### src/fcd_pkg.sv
package fcd_pkg;
   localparam logic [10:0] UNLOCK_A1_WORD = 11'h555;
   localparam logic [10:0] UNLOCK_A2_WORD = 11'h2AA;
   localparam logic [11:0] UNLOCK_A1_BYTE = 12'hAAA;
   localparam logic [11:0] UNLOCK_A2_BYTE = 12'h555;
   localparam logic [7:0] DATA_UNLOCK1 = 8'hAA;
   localparam logic [7:0] DATA_UNLOCK2 = 8'h55;
   localparam logic [7:0] CMD_PROGRAM = 8'hA0;
   localparam logic [7:0] CMD_BYPASS = 8'h20;
   localparam logic [7:0] CMD_ERASE_SETUP = 8'h80;
   localparam logic [7:0] CMD_CHIP_ERASE = 8'h10;
   localparam logic [7:0] CMD_SECTOR_ERASE = 8'h30;
   localparam logic [7:0] CMD_SUSPEND = 8'hB0;
   localparam logic [7:0] CMD_RESUME = 8'h30;
   localparam logic [7:0] CMD_IDENT = 8'h90;
   localparam logic [7:0] CMD_BYPASS_EXIT1 = 8'h90;
   localparam logic [7:0] CMD_BYPASS_EXIT2 = 8'h00;
   localparam logic [7:0] CMD_RESET = 8'hF0;
   localparam logic [10:0] ID_DEV_WORD = 11'h001;
   localparam logic [11:0] ID_DEV_BYTE = 12'h002;
   localparam logic [10:0] PROT_WORD = 11'h002;
   localparam logic [11:0] PROT_BYTE = 12'h004;
   localparam int ADDR_W = 18;
   localparam int SECT_LSB = 12;
   // strobe phases: setup, low, hold in cycles (40 ns each)
   localparam int T_SETUP_NS = 40;
   localparam int T_WP_NS = 80;
   localparam int T_HOLD_NS = 40;
   localparam int CLK_NS = 40;
   localparam logic [3:0] SETUP_CYC = 4'((T_SETUP_NS + CLK_NS - 1) / CLK_NS);
   localparam logic [3:0] WP_CYC = 4'((T_WP_NS + CLK_NS - 1) / CLK_NS);
   localparam logic [3:0] HOLD_CYC = 4'((T_HOLD_NS + CLK_NS - 1) / CLK_NS);
   localparam logic [3:0] RD_CYC = 4'd3;

   typedef enum logic [3:0] {
      FCD_OP_READ = 4'h0,
      FCD_OP_PROGRAM = 4'h1,
      FCD_OP_BYPASS_ENTER = 4'h2,
      FCD_OP_BYPASS_PROGRAM = 4'h3,
      FCD_OP_BYPASS_EXIT = 4'h4,
      FCD_OP_CHIP_ERASE = 4'h5,
      FCD_OP_SECTOR_ERASE = 4'h6,
      FCD_OP_SECTOR_MORE = 4'h7,
      FCD_OP_SUSPEND = 4'h8,
      FCD_OP_RESUME = 4'h9,
      FCD_OP_IDENT = 4'hA,
      FCD_OP_PROT_VERIFY = 4'hB,
      FCD_OP_RESET = 4'hC
   } fcd_op_t;

   typedef struct packed {
      fcd_op_t op;
      logic [17:0] addr;
      logic [15:0] data;
   } fcd_req_t;

   typedef struct packed {
      logic ce_n;
      logic we_n;
      logic oe_n;
      logic [17:0] addr;
      logic byte_lo;
   } fcd_bus_t;
endpackage

### src/fcd_cycle.sv
`timescale 1ns/1ps
// one bus cycle on the flash pins: write or read
module fcd_cycle
   import fcd_pkg::*;
(
   input wire logic clk,
   input wire logic rst_n,
   input wire logic start,
   input wire logic is_read,
   input wire logic byte_mode,
   input wire logic [11:0] low_addr,
   input wire logic [17:0] full_addr,
   input wire logic [15:0] wdata,
   input wire logic [15:0] dq_in,
   output fcd_pkg::fcd_bus_t bus,
   output logic [15:0] dq_out,
   output logic dq_oe,
   output logic [15:0] rdata,
   output logic done
);
   typedef enum logic [1:0] {
      FCD_C_IDLE = 2'b00,
      FCD_C_SETUP = 2'b01,
      FCD_C_STROBE = 2'b10,
      FCD_C_HOLD = 2'b11
   } fcd_cst_t;
   fcd_cst_t st_ff;
   logic [3:0] cnt_ff;
   logic rd_ff;

   always_ff @(posedge clk or negedge rst_n)
   begin
      if (!rst_n)
      begin
         st_ff <= FCD_C_IDLE;
         cnt_ff <= 4'h0;
         rd_ff <= 1'b0;
         done <= 1'b0;
         bus <= '{ce_n: 1'b1, we_n: 1'b1, oe_n: 1'b1, addr: 18'h0, byte_lo: 1'b0};
         dq_out <= 16'h0;
         dq_oe <= 1'b0;
         rdata <= 16'h0;
      end
      else
      begin
         done <= 1'b0;
         case (st_ff)
            FCD_C_IDLE:
               if (start)
               begin
                  rd_ff <= is_read;
                  // word mode uses A[10:0]; byte mode adds the lane bit
                  bus.addr <= {full_addr[17:11],
                     byte_mode ? low_addr[11:1] : low_addr[10:0]};
                  bus.byte_lo <= byte_mode & low_addr[0];
                  bus.ce_n <= 1'b0;
                  dq_out <= wdata;
                  dq_oe <= !is_read;
                  cnt_ff <= SETUP_CYC;
                  st_ff <= FCD_C_SETUP;
               end
            FCD_C_SETUP:
               if (cnt_ff <= 4'h1)
               begin
                  if (rd_ff)
                     bus.oe_n <= 1'b0;
                  else
                     bus.we_n <= 1'b0;
                  cnt_ff <= rd_ff ? RD_CYC : WP_CYC;
                  st_ff <= FCD_C_STROBE;
               end
               else
                  cnt_ff <= cnt_ff - 4'h1;
            FCD_C_STROBE:
               if (cnt_ff <= 4'h1)
               begin
                  // data latched by the device at this rising edge
                  bus.we_n <= 1'b1;
                  bus.oe_n <= 1'b1;
                  if (rd_ff)
                     rdata <= dq_in;
                  cnt_ff <= HOLD_CYC;
                  st_ff <= FCD_C_HOLD;
               end
               else
                  cnt_ff <= cnt_ff - 4'h1;
            FCD_C_HOLD:
               if (cnt_ff <= 4'h1)
               begin
                  bus.ce_n <= 1'b1;
                  dq_oe <= 1'b0;
                  done <= 1'b1;
                  st_ff <= FCD_C_IDLE;
               end
               else
                  cnt_ff <= cnt_ff - 4'h1;
            default:
               st_ff <= FCD_C_IDLE;
         endcase
      end
   end
endmodule

### src/fcd_host.sv
`timescale 1ns/1ps
// Contract
// program is two unlocks, setup A0, then address and data.
// upper data byte is don't care on unlock and command cycles.
// command addresses use A[10:0], plus lane bit in byte mode.
// sector from A[17:12] on erase sixth or verify fourth cycle.
// single F0 write returns to read; needed after ident or timeout.
// reset aborts erase sequence before erasure; ignored afterwards.
// reset between program cycles aborts to read or suspend.
// all commands ignored while program algorithm runs.
// suspend B0 accepted only during sector erase; host issues it whenever RY_BY_N is low and IN_SUSPEND is clear, chip erase included.
// suspended device allows reads, programs elsewhere, identification.
// resume 30 accepted only while erase-suspended.
// bypass program only after bypass entry sequence.
// fourth cycle of ident or verify is a read.
// reset aborts ident sequence; ident mode held until reset.
// after timeout flag set, reset needed to return to read.
// verify read at offset 02/04 returns 01 protected, 00 not.
// after last program cycle the device runs its own algorithm.
// hardware reset ends a program; host reissues it.
// programming only clears bits; stored zeros stay zero.
// ident device code read at X01 word or X02 byte.
// wrong address, data or order returns device to read.
// address latched at later fall, data at earlier rise.
// 20 after two unlocks enters bypass; A0 then data programs.
// unlock addresses chosen by current bus width.
module fcd_host
   import fcd_pkg::*;
(
   input wire logic SYS_CLK,
   input wire logic RST_N,
   input wire logic REQ_VALID,
   input fcd_pkg::fcd_req_t REQ,
   input wire logic BYTE_MODE,
   input wire logic [15:0] DQ_IN,
   input wire logic RY_BY_N,
   output logic REQ_READY,
   output logic DONE,
   output logic [15:0] RDATA,
   output logic REFUSED,
   output logic TIMEOUT_SEEN,
   output logic IN_BYPASS,
   output logic IN_SUSPEND,
   output logic IN_IDENT,
   output fcd_pkg::fcd_bus_t FLASH_BUS,
   output logic [15:0] DQ_OUT,
   output logic DQ_OE,
   output logic FLASH_RESET_N
);
   import fcd_pkg::*;

   typedef enum logic [2:0] {
      FCD_S_IDLE = 3'b000,
      FCD_S_ISSUE = 3'b001,
      FCD_S_WAIT = 3'b010,
      FCD_S_POLL = 3'b011,
      FCD_S_FINISH = 3'b100
   } fcd_state_t;

   fcd_state_t state_ff;
   fcd_req_t req_ff;
   logic [2:0] idx_ff;
   logic [2:0] n_cyc;
   logic cyc_start_ff;
   logic cyc_read;
   logic [11:0] cyc_low;
   logic [17:0] cyc_full;
   logic [15:0] cyc_data;
   logic cyc_done;
   logic [15:0] cyc_rdata;
   logic [15:0] dq_out_w;
   logic dq_oe_w;
   fcd_bus_t bus_w;
   logic [11:0] a1;
   logic [11:0] a2;
   logic legal;
   logic busy_alg;

   // width-dependent unlock addresses
   assign a1 = BYTE_MODE ? UNLOCK_A1_BYTE : {1'b0, UNLOCK_A1_WORD};
   assign a2 = BYTE_MODE ? UNLOCK_A2_BYTE : {1'b0, UNLOCK_A2_WORD};

   // bypass program only in bypass; R9 R11 suspend/resume gating
   always_comb
   begin
      legal = 1'b1;
      case (req_ff.op)
         FCD_OP_BYPASS_PROGRAM,
         FCD_OP_BYPASS_EXIT: legal = IN_BYPASS;
         FCD_OP_SUSPEND: legal = busy_alg && !IN_SUSPEND;
         FCD_OP_RESUME: legal = IN_SUSPEND;
         FCD_OP_SECTOR_MORE: legal = busy_alg;
         FCD_OP_RESET: legal = !busy_alg || TIMEOUT_SEEN;
         default: legal = !IN_BYPASS && !busy_alg && !IN_IDENT;
      endcase
      // program and identification allowed while suspended
      if (IN_SUSPEND && (req_ff.op == FCD_OP_PROGRAM || req_ff.op == FCD_OP_IDENT
         || req_ff.op == FCD_OP_READ))
         legal = 1'b1;
   end

   // cycle count per sequence
   always_comb
   begin
      case (req_ff.op)
         FCD_OP_PROGRAM: n_cyc = 3'd4;
         FCD_OP_BYPASS_ENTER: n_cyc = 3'd3;
         FCD_OP_BYPASS_PROGRAM: n_cyc = 3'd2;
         FCD_OP_BYPASS_EXIT: n_cyc = 3'd2;
         FCD_OP_CHIP_ERASE: n_cyc = 3'd6;
         FCD_OP_SECTOR_ERASE: n_cyc = 3'd6;
         FCD_OP_IDENT: n_cyc = 3'd4;
         FCD_OP_PROT_VERIFY: n_cyc = 3'd4;
         default: n_cyc = 3'd1;
      endcase
   end

   // per-cycle address and data; R2 upper byte zero on commands
   always_comb
   begin
      cyc_read = 1'b0;
      cyc_full = 18'h0;
      cyc_low = 12'h0;
      cyc_data = 16'h0;
      case (idx_ff)
         3'd0, 3'd3:
         begin
            cyc_low = a1;
            cyc_data = {8'h00, DATA_UNLOCK1};
         end
         3'd1, 3'd4:
         begin
            cyc_low = a2;
            cyc_data = {8'h00, DATA_UNLOCK2};
         end
         default:
         begin
            cyc_low = a1;
            cyc_data = 16'h0;
         end
      endcase
      if (idx_ff == 3'd2)
         case (req_ff.op)
            FCD_OP_PROGRAM: cyc_data = {8'h00, CMD_PROGRAM};
            FCD_OP_BYPASS_ENTER: cyc_data = {8'h00, CMD_BYPASS};
            FCD_OP_IDENT, FCD_OP_PROT_VERIFY: cyc_data = {8'h00, CMD_IDENT};
            default: cyc_data = {8'h00, CMD_ERASE_SETUP};
         endcase
      if (idx_ff == 3'd5 && req_ff.op == FCD_OP_CHIP_ERASE)
         cyc_data = {8'h00, CMD_CHIP_ERASE};
      // sector select on sixth erase cycle
      if (idx_ff == 3'd5 && req_ff.op == FCD_OP_SECTOR_ERASE)
      begin
         cyc_full = req_ff.addr;
         cyc_low = req_ff.addr[11:0];
         cyc_data = {8'h00, CMD_SECTOR_ERASE};
      end
      case (req_ff.op)
         FCD_OP_PROGRAM, FCD_OP_BYPASS_PROGRAM:
            if (idx_ff == n_cyc - 3'd1)
            begin
               // last cycle carries target address and value
               cyc_full = req_ff.addr;
               cyc_low = req_ff.addr[11:0];
               cyc_data = req_ff.data;
            end
            else if (req_ff.op == FCD_OP_BYPASS_PROGRAM)
               cyc_data = {8'h00, CMD_PROGRAM};
         FCD_OP_BYPASS_EXIT:
            cyc_data = {8'h00, (idx_ff == 3'd0) ? CMD_BYPASS_EXIT1 : CMD_BYPASS_EXIT2};
         FCD_OP_IDENT, FCD_OP_PROT_VERIFY:
            if (idx_ff == 3'd3)
            begin
               // fourth cycle is a read; R16 R20 offsets
               cyc_read = 1'b1;
               cyc_full = {req_ff.addr[17:SECT_LSB], 12'h000};
               if (req_ff.op == FCD_OP_PROT_VERIFY)
                  cyc_low = BYTE_MODE ? PROT_BYTE : {1'b0, PROT_WORD};
               else
                  cyc_low = BYTE_MODE ? ID_DEV_BYTE : {1'b0, ID_DEV_WORD};
            end
         FCD_OP_SUSPEND: cyc_data = {8'h00, CMD_SUSPEND};
         FCD_OP_RESUME: cyc_data = {8'h00, CMD_RESUME};
         FCD_OP_SECTOR_MORE:
         begin
            cyc_full = req_ff.addr;
            cyc_low = req_ff.addr[11:0];
            cyc_data = {8'h00, CMD_SECTOR_ERASE};
         end
         FCD_OP_RESET: cyc_data = {8'h00, CMD_RESET};
         FCD_OP_READ:
         begin
            cyc_read = 1'b1;
            cyc_full = req_ff.addr;
            cyc_low = req_ff.addr[11:0];
         end
         default: ;
      endcase
   end

   fcd_cycle u_cycle (
      .clk(SYS_CLK),
      .rst_n(RST_N),
      .start(cyc_start_ff),
      .is_read(cyc_read),
      .byte_mode(BYTE_MODE),
      .low_addr(cyc_low),
      .full_addr(cyc_full),
      .wdata(cyc_data),
      .dq_in(DQ_IN),
      .bus(bus_w),
      .dq_out(dq_out_w),
      .dq_oe(dq_oe_w),
      .rdata(cyc_rdata),
      .done(cyc_done)
   );

   // pin timing is ce first, we later; data held past we rise
   always_ff @(posedge SYS_CLK or negedge RST_N)
   begin
      if (!RST_N)
      begin
         FLASH_BUS <= '{ce_n: 1'b1, we_n: 1'b1, oe_n: 1'b1, addr: 18'h0, byte_lo: 1'b0};
         DQ_OUT <= 16'h0;
         DQ_OE <= 1'b0;
         FLASH_RESET_N <= 1'b0;
      end
      else
      begin
         FLASH_BUS <= bus_w;
         DQ_OUT <= dq_out_w;
         DQ_OE <= dq_oe_w;
         // flash held in reset with the host
         FLASH_RESET_N <= 1'b1;
      end
   end

   // sequencer
   always_ff @(posedge SYS_CLK or negedge RST_N)
   begin
      if (!RST_N)
      begin
         state_ff <= FCD_S_IDLE;
         req_ff <= '0;
         idx_ff <= 3'd0;
         cyc_start_ff <= 1'b0;
         REQ_READY <= 1'b1;
         DONE <= 1'b0;
         REFUSED <= 1'b0;
         RDATA <= 16'h0;
      end
      else
      begin
         DONE <= 1'b0;
         REFUSED <= 1'b0;
         cyc_start_ff <= 1'b0;
         case (state_ff)
            FCD_S_IDLE:
               if (REQ_VALID && REQ_READY)
               begin
                  req_ff <= REQ;
                  idx_ff <= 3'd0;
                  REQ_READY <= 1'b0;
                  state_ff <= FCD_S_ISSUE;
               end
            FCD_S_ISSUE:
               if (!legal)
               begin
                  REFUSED <= 1'b1;
                  state_ff <= FCD_S_FINISH;
               end
               else
               begin
                  cyc_start_ff <= 1'b1;
                  state_ff <= FCD_S_WAIT;
               end
            FCD_S_WAIT:
               if (cyc_done)
               begin
                  if (cyc_read)
                     RDATA <= cyc_rdata;
                  if (idx_ff == n_cyc - 3'd1)
                     state_ff <= FCD_S_POLL;
                  else
                  begin
                     idx_ff <= idx_ff + 3'd1;
                     cyc_start_ff <= 1'b1;
                  end
               end
            FCD_S_POLL:
               // wait out the program algorithm
               if (!((req_ff.op == FCD_OP_PROGRAM || req_ff.op == FCD_OP_BYPASS_PROGRAM)
                  && !RY_BY_N))
                  state_ff <= FCD_S_FINISH;
            FCD_S_FINISH:
            begin
               DONE <= 1'b1;
               REQ_READY <= 1'b1;
               state_ff <= FCD_S_IDLE;
            end
            default:
               state_ff <= FCD_S_IDLE;
         endcase
      end
   end

   // mode tracking
   always_ff @(posedge SYS_CLK or negedge RST_N)
   begin
      if (!RST_N)
      begin
         IN_BYPASS <= 1'b0;
         IN_SUSPEND <= 1'b0;
         IN_IDENT <= 1'b0;
         TIMEOUT_SEEN <= 1'b0;
      end
      else
      begin
         if (state_ff == FCD_S_POLL)
            case (req_ff.op)
               FCD_OP_BYPASS_ENTER: IN_BYPASS <= 1'b1;
               FCD_OP_BYPASS_EXIT: IN_BYPASS <= 1'b0;
               FCD_OP_SUSPEND: IN_SUSPEND <= 1'b1;
               FCD_OP_RESUME: IN_SUSPEND <= 1'b0;
               // identification mode held until reset
               FCD_OP_IDENT, FCD_OP_PROT_VERIFY: IN_IDENT <= 1'b1;
               // reset leaves ident and clears timeout
               FCD_OP_RESET:
               begin
                  IN_IDENT <= 1'b0;
                  TIMEOUT_SEEN <= 1'b0;
               end
               default: ;
            endcase
         // timeout flag on DQ[5] while busy; set wins
         if (!RY_BY_N && DQ_IN[5])
            TIMEOUT_SEEN <= 1'b1;
      end
   end

   assign busy_alg = !RY_BY_N;
endmodule

### config.mk
export PLATFORM = sky130hd
export DESIGN_NAME = fcd_host
export DESIGN_NICKNAME = d
export VERILOG_FILES = /design/src/fcd_pkg.sv /design/src/fcd_cycle.sv /design/src/fcd_host.sv
export SDC_FILE = /design/constraint.sdc
export NUM_CORES = 1
export LEC_CHECK = 0
export ABC_AREA = 1
export BUFFER_PORTS_ARGS = -buffer_cell sky130_fd_sc_hd__buf_2
export CAP_MARGIN = 20
export CORE_ASPECT_RATIO = 0.5
export CORE_MARGIN = 2
export CORE_UTILIZATION = 55
export DETAILED_ROUTE_END_ITERATION = 8
export GPL_TIMING_DRIVEN = 0
export HOLD_SLACK_MARGIN = 0.12
export PLACE_DENSITY = 0.79
export SYNTH_ARGS = -nofsm -noshare
export SYNTH_HDL_FRONTEND = slang
export SYNTH_SLANG_ARGS = --single-unit
export TNS_END_PERCENT = 30
### constraint.sdc
create_clock -name SYS_CLK -period 4.9 [get_ports SYS_CLK]
set_input_delay 1.225 -clock SYS_CLK [delete_from_list [all_inputs] [get_ports SYS_CLK]]
set_output_delay 1.225 -clock SYS_CLK [all_outputs]
set_load 0.05 [all_outputs]
==> results of run 1 <==
[worst max-delay path, cell delays in order (launching register included)]
cell and delay, ps:
sky130_fd_sc_hd__dfrtp_1 420, sky130_fd_sc_hd__inv_1 100, sky130_fd_sc_hd__ha_1 290, sky130_fd_sc_hd__o21ai_1 230
sky130_fd_sc_hd__nand3_2 100, sky130_fd_sc_hd__inv_1 70, sky130_fd_sc_hd__ha_1 150, sky130_fd_sc_hd__xor2_1 300
sky130_fd_sc_hd__nand3_1 140, sky130_fd_sc_hd__nand2_1 110, sky130_fd_sc_hd__nand3_2 130, sky130_fd_sc_hd__nand2_2 140
sky130_fd_sc_hd__nand3_2 210, sky130_fd_sc_hd__nand2_1 130, sky130_fd_sc_hd__nand2_1 80, sky130_fd_sc_hd__nand2_1 70
sky130_fd_sc_hd__nand3_1 90
[routing by layer]
metal  global-route usage [%]  up-vias  part of all wire, %
li1                         -     2993                    -
met1                    34.42     3008                   45
met2                    41.39      209                   47
met3                    5.616       24                  6.5
met4                    8.229        0                  1.4
met5                        0        -                    0
[kinds of logic (layout without fill, tap and decap cells)]
group           after synthesis  count (layout)  share of synthesized area [%]
flops                       171             171                          57.46
simple gates                370             370                          20.66
xor+xnor                      3               3                         0.3522
mux                           1               1                         0.1509
fa+ha+maj                    20              20                          3.353
compound gates              156             156                          11.54
buf+inv                     124             278                          6.438
other cells                   1               2                        0.05025
[registers in the layout, indices dropped and copies added, names as in the netlist, 2 cells and up]
register	flops
DQ_OUT	16
FLASH_BUS	22
RDATA	16
idx_ff	3
req_ff	38
state_ff	3
u_cycle.bus	22
u_cycle.cnt_ff	4
u_cycle.dq_out	16
u_cycle.rdata	16
u_cycle.st_ff	2
[final timing paths]
| kind | from | cells after the start | to |
|---|---|---|---|
| max in group asynchronous | RST_N | 2 | u_cycle.bus[19] |
| worst max register to register | req_ff[35] | 16 | u_cycle.bus[9] |
| worst min-delay path | u_cycle.bus[19] | 0 | FLASH_BUS[19] |
| worst min register to register | u_cycle.bus[19] | 0 | FLASH_BUS[19] |
| min in group asynchronous | RST_N | 1 | req_ff[12] |
| worst max-delay path | req_ff[35] | 16 | u_cycle.bus[9] |
[area by class of cell]
class | count | area [µm²] | share of cell area, %
Sequential cell | 171 | 4288 | 48.08
Multi-Input combinational cell | 551 | 2694 | 30.21
Timing Repair Buffer | 122 | 643.1 | 7.212
Clock buffer | 18 | 439.2 | 4.925
Inverter | 99 | 371.6 | 4.167
Tap cell | 176 | 220.2 | 2.469
Clock inverter | 14 | 150.1 | 1.684
Buffer | 25 | 108.9 | 1.221
Antenna cell | 1 | 2.502 | 0.02806
[Yosys cell counts, drive strengths merged]
cell type,instances
nand2,255
dfrtp,164
inv,99
o21ai,95
nor2,58
nand3,44
a21oi,37
ha,20
clkbuf,17
buf,8
dfstp,7
nand4,7
o211ai,7
nor3,6
a31oi,5
o22ai,3
xor2,3
a211oi,2
a21o,1
conb,1
mux2,1
o2111ai,1
o21a,1
o22a,1
o2bb2ai,1
o32ai,1
o41ai,1
[report_power, final]
group          leakage, µW  total, µW  switching, µW  internal [µW]
Combinational      0.00237        123           86.6           36.9
Clock             0.000289       1330            632            694
Sequential         0.00216       1440           7.31           1430
Total              0.00482       2890            726           2160
[per-stage QoR]
stage / area, µm² / worst slack (ps) / hold WS [ps] / std cells
after detailed placement: 8325 / 2139 / 358.8 / 1144
after global routing: 8915 / 1723 / 368.9 / 1176
final: 8917 / 2013 / 364.1 / 1177
after CTS: 8915 / 2098 / 368.1 / 1176
after floorplan: 7462 / 2536 / 353.7 / 846
after global placement: 8288 / 118.1 / 359.3 / 1143
==> flow_metrics.tcl, run 1 <==
set metrics [dict create \
    synth_area_per_cell_um2 8.821 \
    grt_max_degree 87 \
    drive_above_1_share_pct 19.70 \
    finalSetupViolations 0 \
    period_minus_slack_ps 2887 \
    clk_pin_slew_ps 70 \
    antenna_found_initial 0 \
    drtPass1Iterations 5 \
    worst_ir_drop_vdd_uv 183.5 \
    timing.fmax_mhz 346.4 \
    tritoncts "done" \
    yosys.area.top_type "sky130_fd_sc_hd__dfrtp_1" \
    syn_area_um2 7462 \
    cap_viol_max_count 0 \
    place.detailed.hpwl_mm 12.50 \
    overflow 0 \
    fin_nets 1066 \
    timing.critical_path.from_type "flop" \
    ctsLongestPathBuffers 2 \
    timing.final.crit_share_pct 58.91 \
    yosys_warnings 0 \
    static-leakage-power_uw 0.004825 \
    seq_area_frac_synth_pct 57.46 \
    final_util_pct 66.55 \
    synthTopCellsByArea "sky130_fd_sc_hd__dfrtp_1 55%, sky130_fd_sc_hd__nand2_1 12%, sky130_fd_sc_hd__inv_1 4.5%, sky130_fd_sc_hd__o21ai_0 3.5%, sky130_fd_sc_hd__ha_1 3.4%" \
    fin_setup_tns_ps 0 \
    remaining_drcs 0 \
    worst_clock_skew_ps 10.91 \
    ys_seq_elements 171 \
    final_hold_viol_count 0 \
    hold_path.class "reg -> reg" \
    endpoint_kind "flop" \
    core_area_um2 13400 \
    ios 122 \
    via_per_inst 5.297 \
    floorplan.die.height_um 86.37 \
    unrepaired_setup_endpoints_after_global_routing "false" \
    cts_root_buf "sky130_fd_sc_hd__clkbuf_16" \
    most_frequent_standard_cell_in_the_layout_excluding_fill_and_tap_cells "sky130_fd_sc_hd__nand2_1" \
    mostFrequentLayoutCells "248 x sky130_fd_sc_hd__nand2_1, 164 x sky130_fd_sc_hd__dfrtp_1, 123 x sky130_fd_sc_hd__buf_2" \
    max-slew-margin-rel_pct 57.61 \
    critPathKind "reg -> reg" \
    wl_per_cell_um 15.21 \
    synth_top_cell_area_share_pct 55.00 \
    required_ps 5210 \
    rrSetupSlack_ps 2010 \
    post-cts-setup-buffer-count 0 \
    tritoncts.num_buffers 17 \
    number_of_global_route_vias_before_repair 5943 \
    post_synth_cell_types 40 \
    starting_density_pct 55.69 \
    cts_resized 0 \
    clk_latency_ps 430 \
    status "complete, no violations" \
    grt_first_pass_wirelength_mm 29.01 \
    placementRows 30 \
    fp.dieArea_um2 14570 \
    post_synth_inst_count 846 \
    cts_num_sinks 171 \
    finalPower_uw 2889 \
    quantity_of_hold_fixing_buffers_added_after_cts 0 \
    timing_max_transition_violations_final 0 \
    synthesis_to_finish_area_growth_pct 19.50 \
    slew_at_the_pin_with_the_worst_max_slew_slack_ps 635.8 \
    drtAntennaViolNets 0 \
    wirelength_mm 17.90 \
    path_max_fanout 9 \
    synth.net_count 925 \
    dr.first_iter.drc_count 563 \
    grt_util_all_layers_pct 25.35 \
    via_count 6234 \
    nFillCells 1094 \
    io_buffers 121 \
    cts_max_level 4 \
    die_width_um 168.7 \
    globalplace.congestion 0.9628 \
    power.density_cell_area_nw_per_um2 324.0 \
    critical_path_arrival_ps 3200 \
]
Power figures use the tool's default switching activity.
==> run 2, diff against run 1 <==
Clock period 4.9 ns to 2.8 ns, I/O delays scaled along.
==> flow_metrics.tcl, run 2 (synthesis results as in run 1) <==
set metrics [dict create \
    worst_ir_drop_vdd_uv 322.3 \
    grt_first_pass_wirelength_mm 29.01 \
    path_max_fanout 5 \
    number_of_global_route_vias_before_repair 5943 \
    drtAntennaViolNets 0 \
    wl_per_cell_um 15.24 \
    synthesis_to_finish_area_growth_pct 20.29 \
    max-slew-margin-rel_pct 57.72 \
    remaining_drcs 0 \
    fin_setup_tns_ps 0 \
    required_ps 3110 \
    io_buffers 121 \
    globalplace.congestion 0.9628 \
    critical_path_arrival_ps 2880 \
    cts_root_buf "sky130_fd_sc_hd__clkbuf_16" \
    place.detailed.hpwl_mm 12.50 \
    placementRows 30 \
    unrepaired_setup_endpoints_after_global_routing "false" \
    top_regs "req_ff x38, FLASH_BUS x22, u_cycle.bus x22" \
    drtPass1Iterations 5 \
    ios 122 \
    overflow 0 \
    via_per_inst 5.317 \
    timing.final.crit_share_pct 91.53 \
    sequential_cell_area_um2 4288 \
    nFillCells 1086 \
    largest_reg_flops 38 \
    instance_area_at_placement_um2 8325 \
    finalSetupViolations 0 \
    slew_at_the_pin_with_the_worst_max_slew_slack_ps 634.2 \
    timing.critical_path.from_type "flop" \
    antenna_found_initial 0 \
    clk_pin_slew_ps 70 \
    most_frequent_standard_cell_in_the_layout_excluding_fill_and_tap_cells "sky130_fd_sc_hd__nand2_1" \
    cap_viol_max_count 0 \
    postLayoutCellArea_um2 8976 \
    endpoint_kind "flop" \
    floorplan.die.height_um 86.37 \
    fin_nets 1067 \
    grt_max_degree 87 \
    largest_register "req_ff" \
    die_width_um 168.7 \
    rrSetupSlack_ps 240 \
    wirelength_mm 17.95 \
    cts_max_level 4 \
    critPathKind "reg -> reg" \
    status "complete, no violations" \
    period_minus_slack_ps 2563 \
    ctsLongestPathBuffers 2 \
    worst_clock_skew_ps 10.79 \
    via_count 6264 \
    worst-r2r-cell-count 16 \
    tritoncts.num_buffers 17 \
    crit-reg2reg-launch "req_ff[35]" \
    power.density_cell_area_nw_per_um2 562.7 \
    clk_latency_ps 440 \
    fp.dieArea_um2 14570 \
    tritoncts "done" \
    multi_input_area_um2 2741 \
    worstReg2RegEnd "u_cycle.bus[6]" \
    hold_path.class "in -> async" \
    timing_max_transition_violations_final 0 \
    final_hold_viol_count 0 \
    timing.fmax_mhz 390.2 \
    drive_above_1_share_pct 20.38 \
    starting_density_pct 55.69 \
    static-leakage-power_uw 0.004829 \
    cts_num_sinks 171 \
    grt_util_all_layers_pct 25.36 \
    final_util_pct 66.98 \
    core_area_um2 13400 \
    mostFrequentLayoutCells "248 x sky130_fd_sc_hd__nand2_1, 164 x sky130_fd_sc_hd__dfrtp_1, 123 x sky130_fd_sc_hd__buf_2" \
    dr.first_iter.drc_count 583 \
]
## run 2: cell types whose count changed in the layout (fill, tap and decap cells not counted), sizes merged
cell	delta
buf	+1
## run 2: worst max-delay path, stage by stage (launching register included)
cell and delay, ps:
sky130_fd_sc_hd__dfrtp_1 440, sky130_fd_sc_hd__ha_1 270, sky130_fd_sc_hd__nand3_2 160, sky130_fd_sc_hd__nand3_2 120
sky130_fd_sc_hd__inv_1 40, sky130_fd_sc_hd__ha_1 220, sky130_fd_sc_hd__xor2_2 210, sky130_fd_sc_hd__inv_1 60
sky130_fd_sc_hd__nand2_1 70, sky130_fd_sc_hd__nand2_1 80, sky130_fd_sc_hd__nand3_4 120, sky130_fd_sc_hd__nor2_4 60
sky130_fd_sc_hd__buf_4 140, sky130_fd_sc_hd__o21ai_0 180, sky130_fd_sc_hd__nand2_1 120, sky130_fd_sc_hd__nand2_1 80
sky130_fd_sc_hd__nand3_1 70
## run 2: power by group
part           internal (µW)  switching (µW)
combinational           64.5             152
sequential              2510            12.8
clock                   1210            1100
## run 2: final cells by class
class / count / share of cell area, %
clock inverters: 14 / 1.673
multi-input cells: 551 / 30.54
clock buffers: 18 / 4.893
repair buffers: 123 / 7.248
well taps: 176 / 2.453
plain buffers: 25 / 1.255
flip-flops and latches: 171 / 47.77
inverters: 99 / 4.140
diodes: 1 / 0.02788
## run 2: worst max-delay path by stage
stage	slack [ps]	from	endpoint	cells after the start
6_report	240	req_ff[35]	u_cycle.bus[6]	16
5_1_grt	10	req_ff[35]	u_cycle.bus[0]	16
4_1_cts	60	req_ff[35]	u_cycle.bus[9]	16
3_5_place_dp	40	req_ff[35]	u_cycle.bus[9]	16
3_3_place_gp	-1460	RST_N	RDATA[8]	1
2_1_floorplan	440	req_ff[35]	u_cycle.bus[1]	17
## run 2: stage by stage
| stage | worst slack, ps | instances | power (µW) | hold slack (ps) |
|---|---|---|---|---|
| 6_report | 237.2 | 1178 | 5051 | 258.9 |
| 2_1_floorplan | 436.0 | 846 | 2659 | 353.7 |
| 3_3_place_gp | -1457 | 1143 | 2773 | 359.3 |
| 3_5_place_dp | 38.67 | 1144 | 2785 | 358.8 |
| 4_1_cts | 56.04 | 1176 | 5089 | 289.5 |
| 5_1_grt | 13.42 | 1177 | 5206 | 318.6 |
## run 2: metal layers
layer / up-vias / global-route usage, % / part of all wire [%]
met5: - / 0 / 0
met1: 3019 / 34.44 / 45
met4: 0 / 8.229 / 1.4
li1: 2998 / - / -
met3: 24 / 5.616 / 6.5
met2: 223 / 41.39 / 47
## run 2: timing repair
| action | in CTS | in global routing |
|---|---|---|
| hold buffers | 0 | 0 |
| setup endpoints to repair | 1 | 42 |
| pin swaps | 0 | 1 |
| gates resized for setup | 1 | 10 |
| setup buffers | 0 | 1 |
| hold endpoints to repair | 0 | 0 |
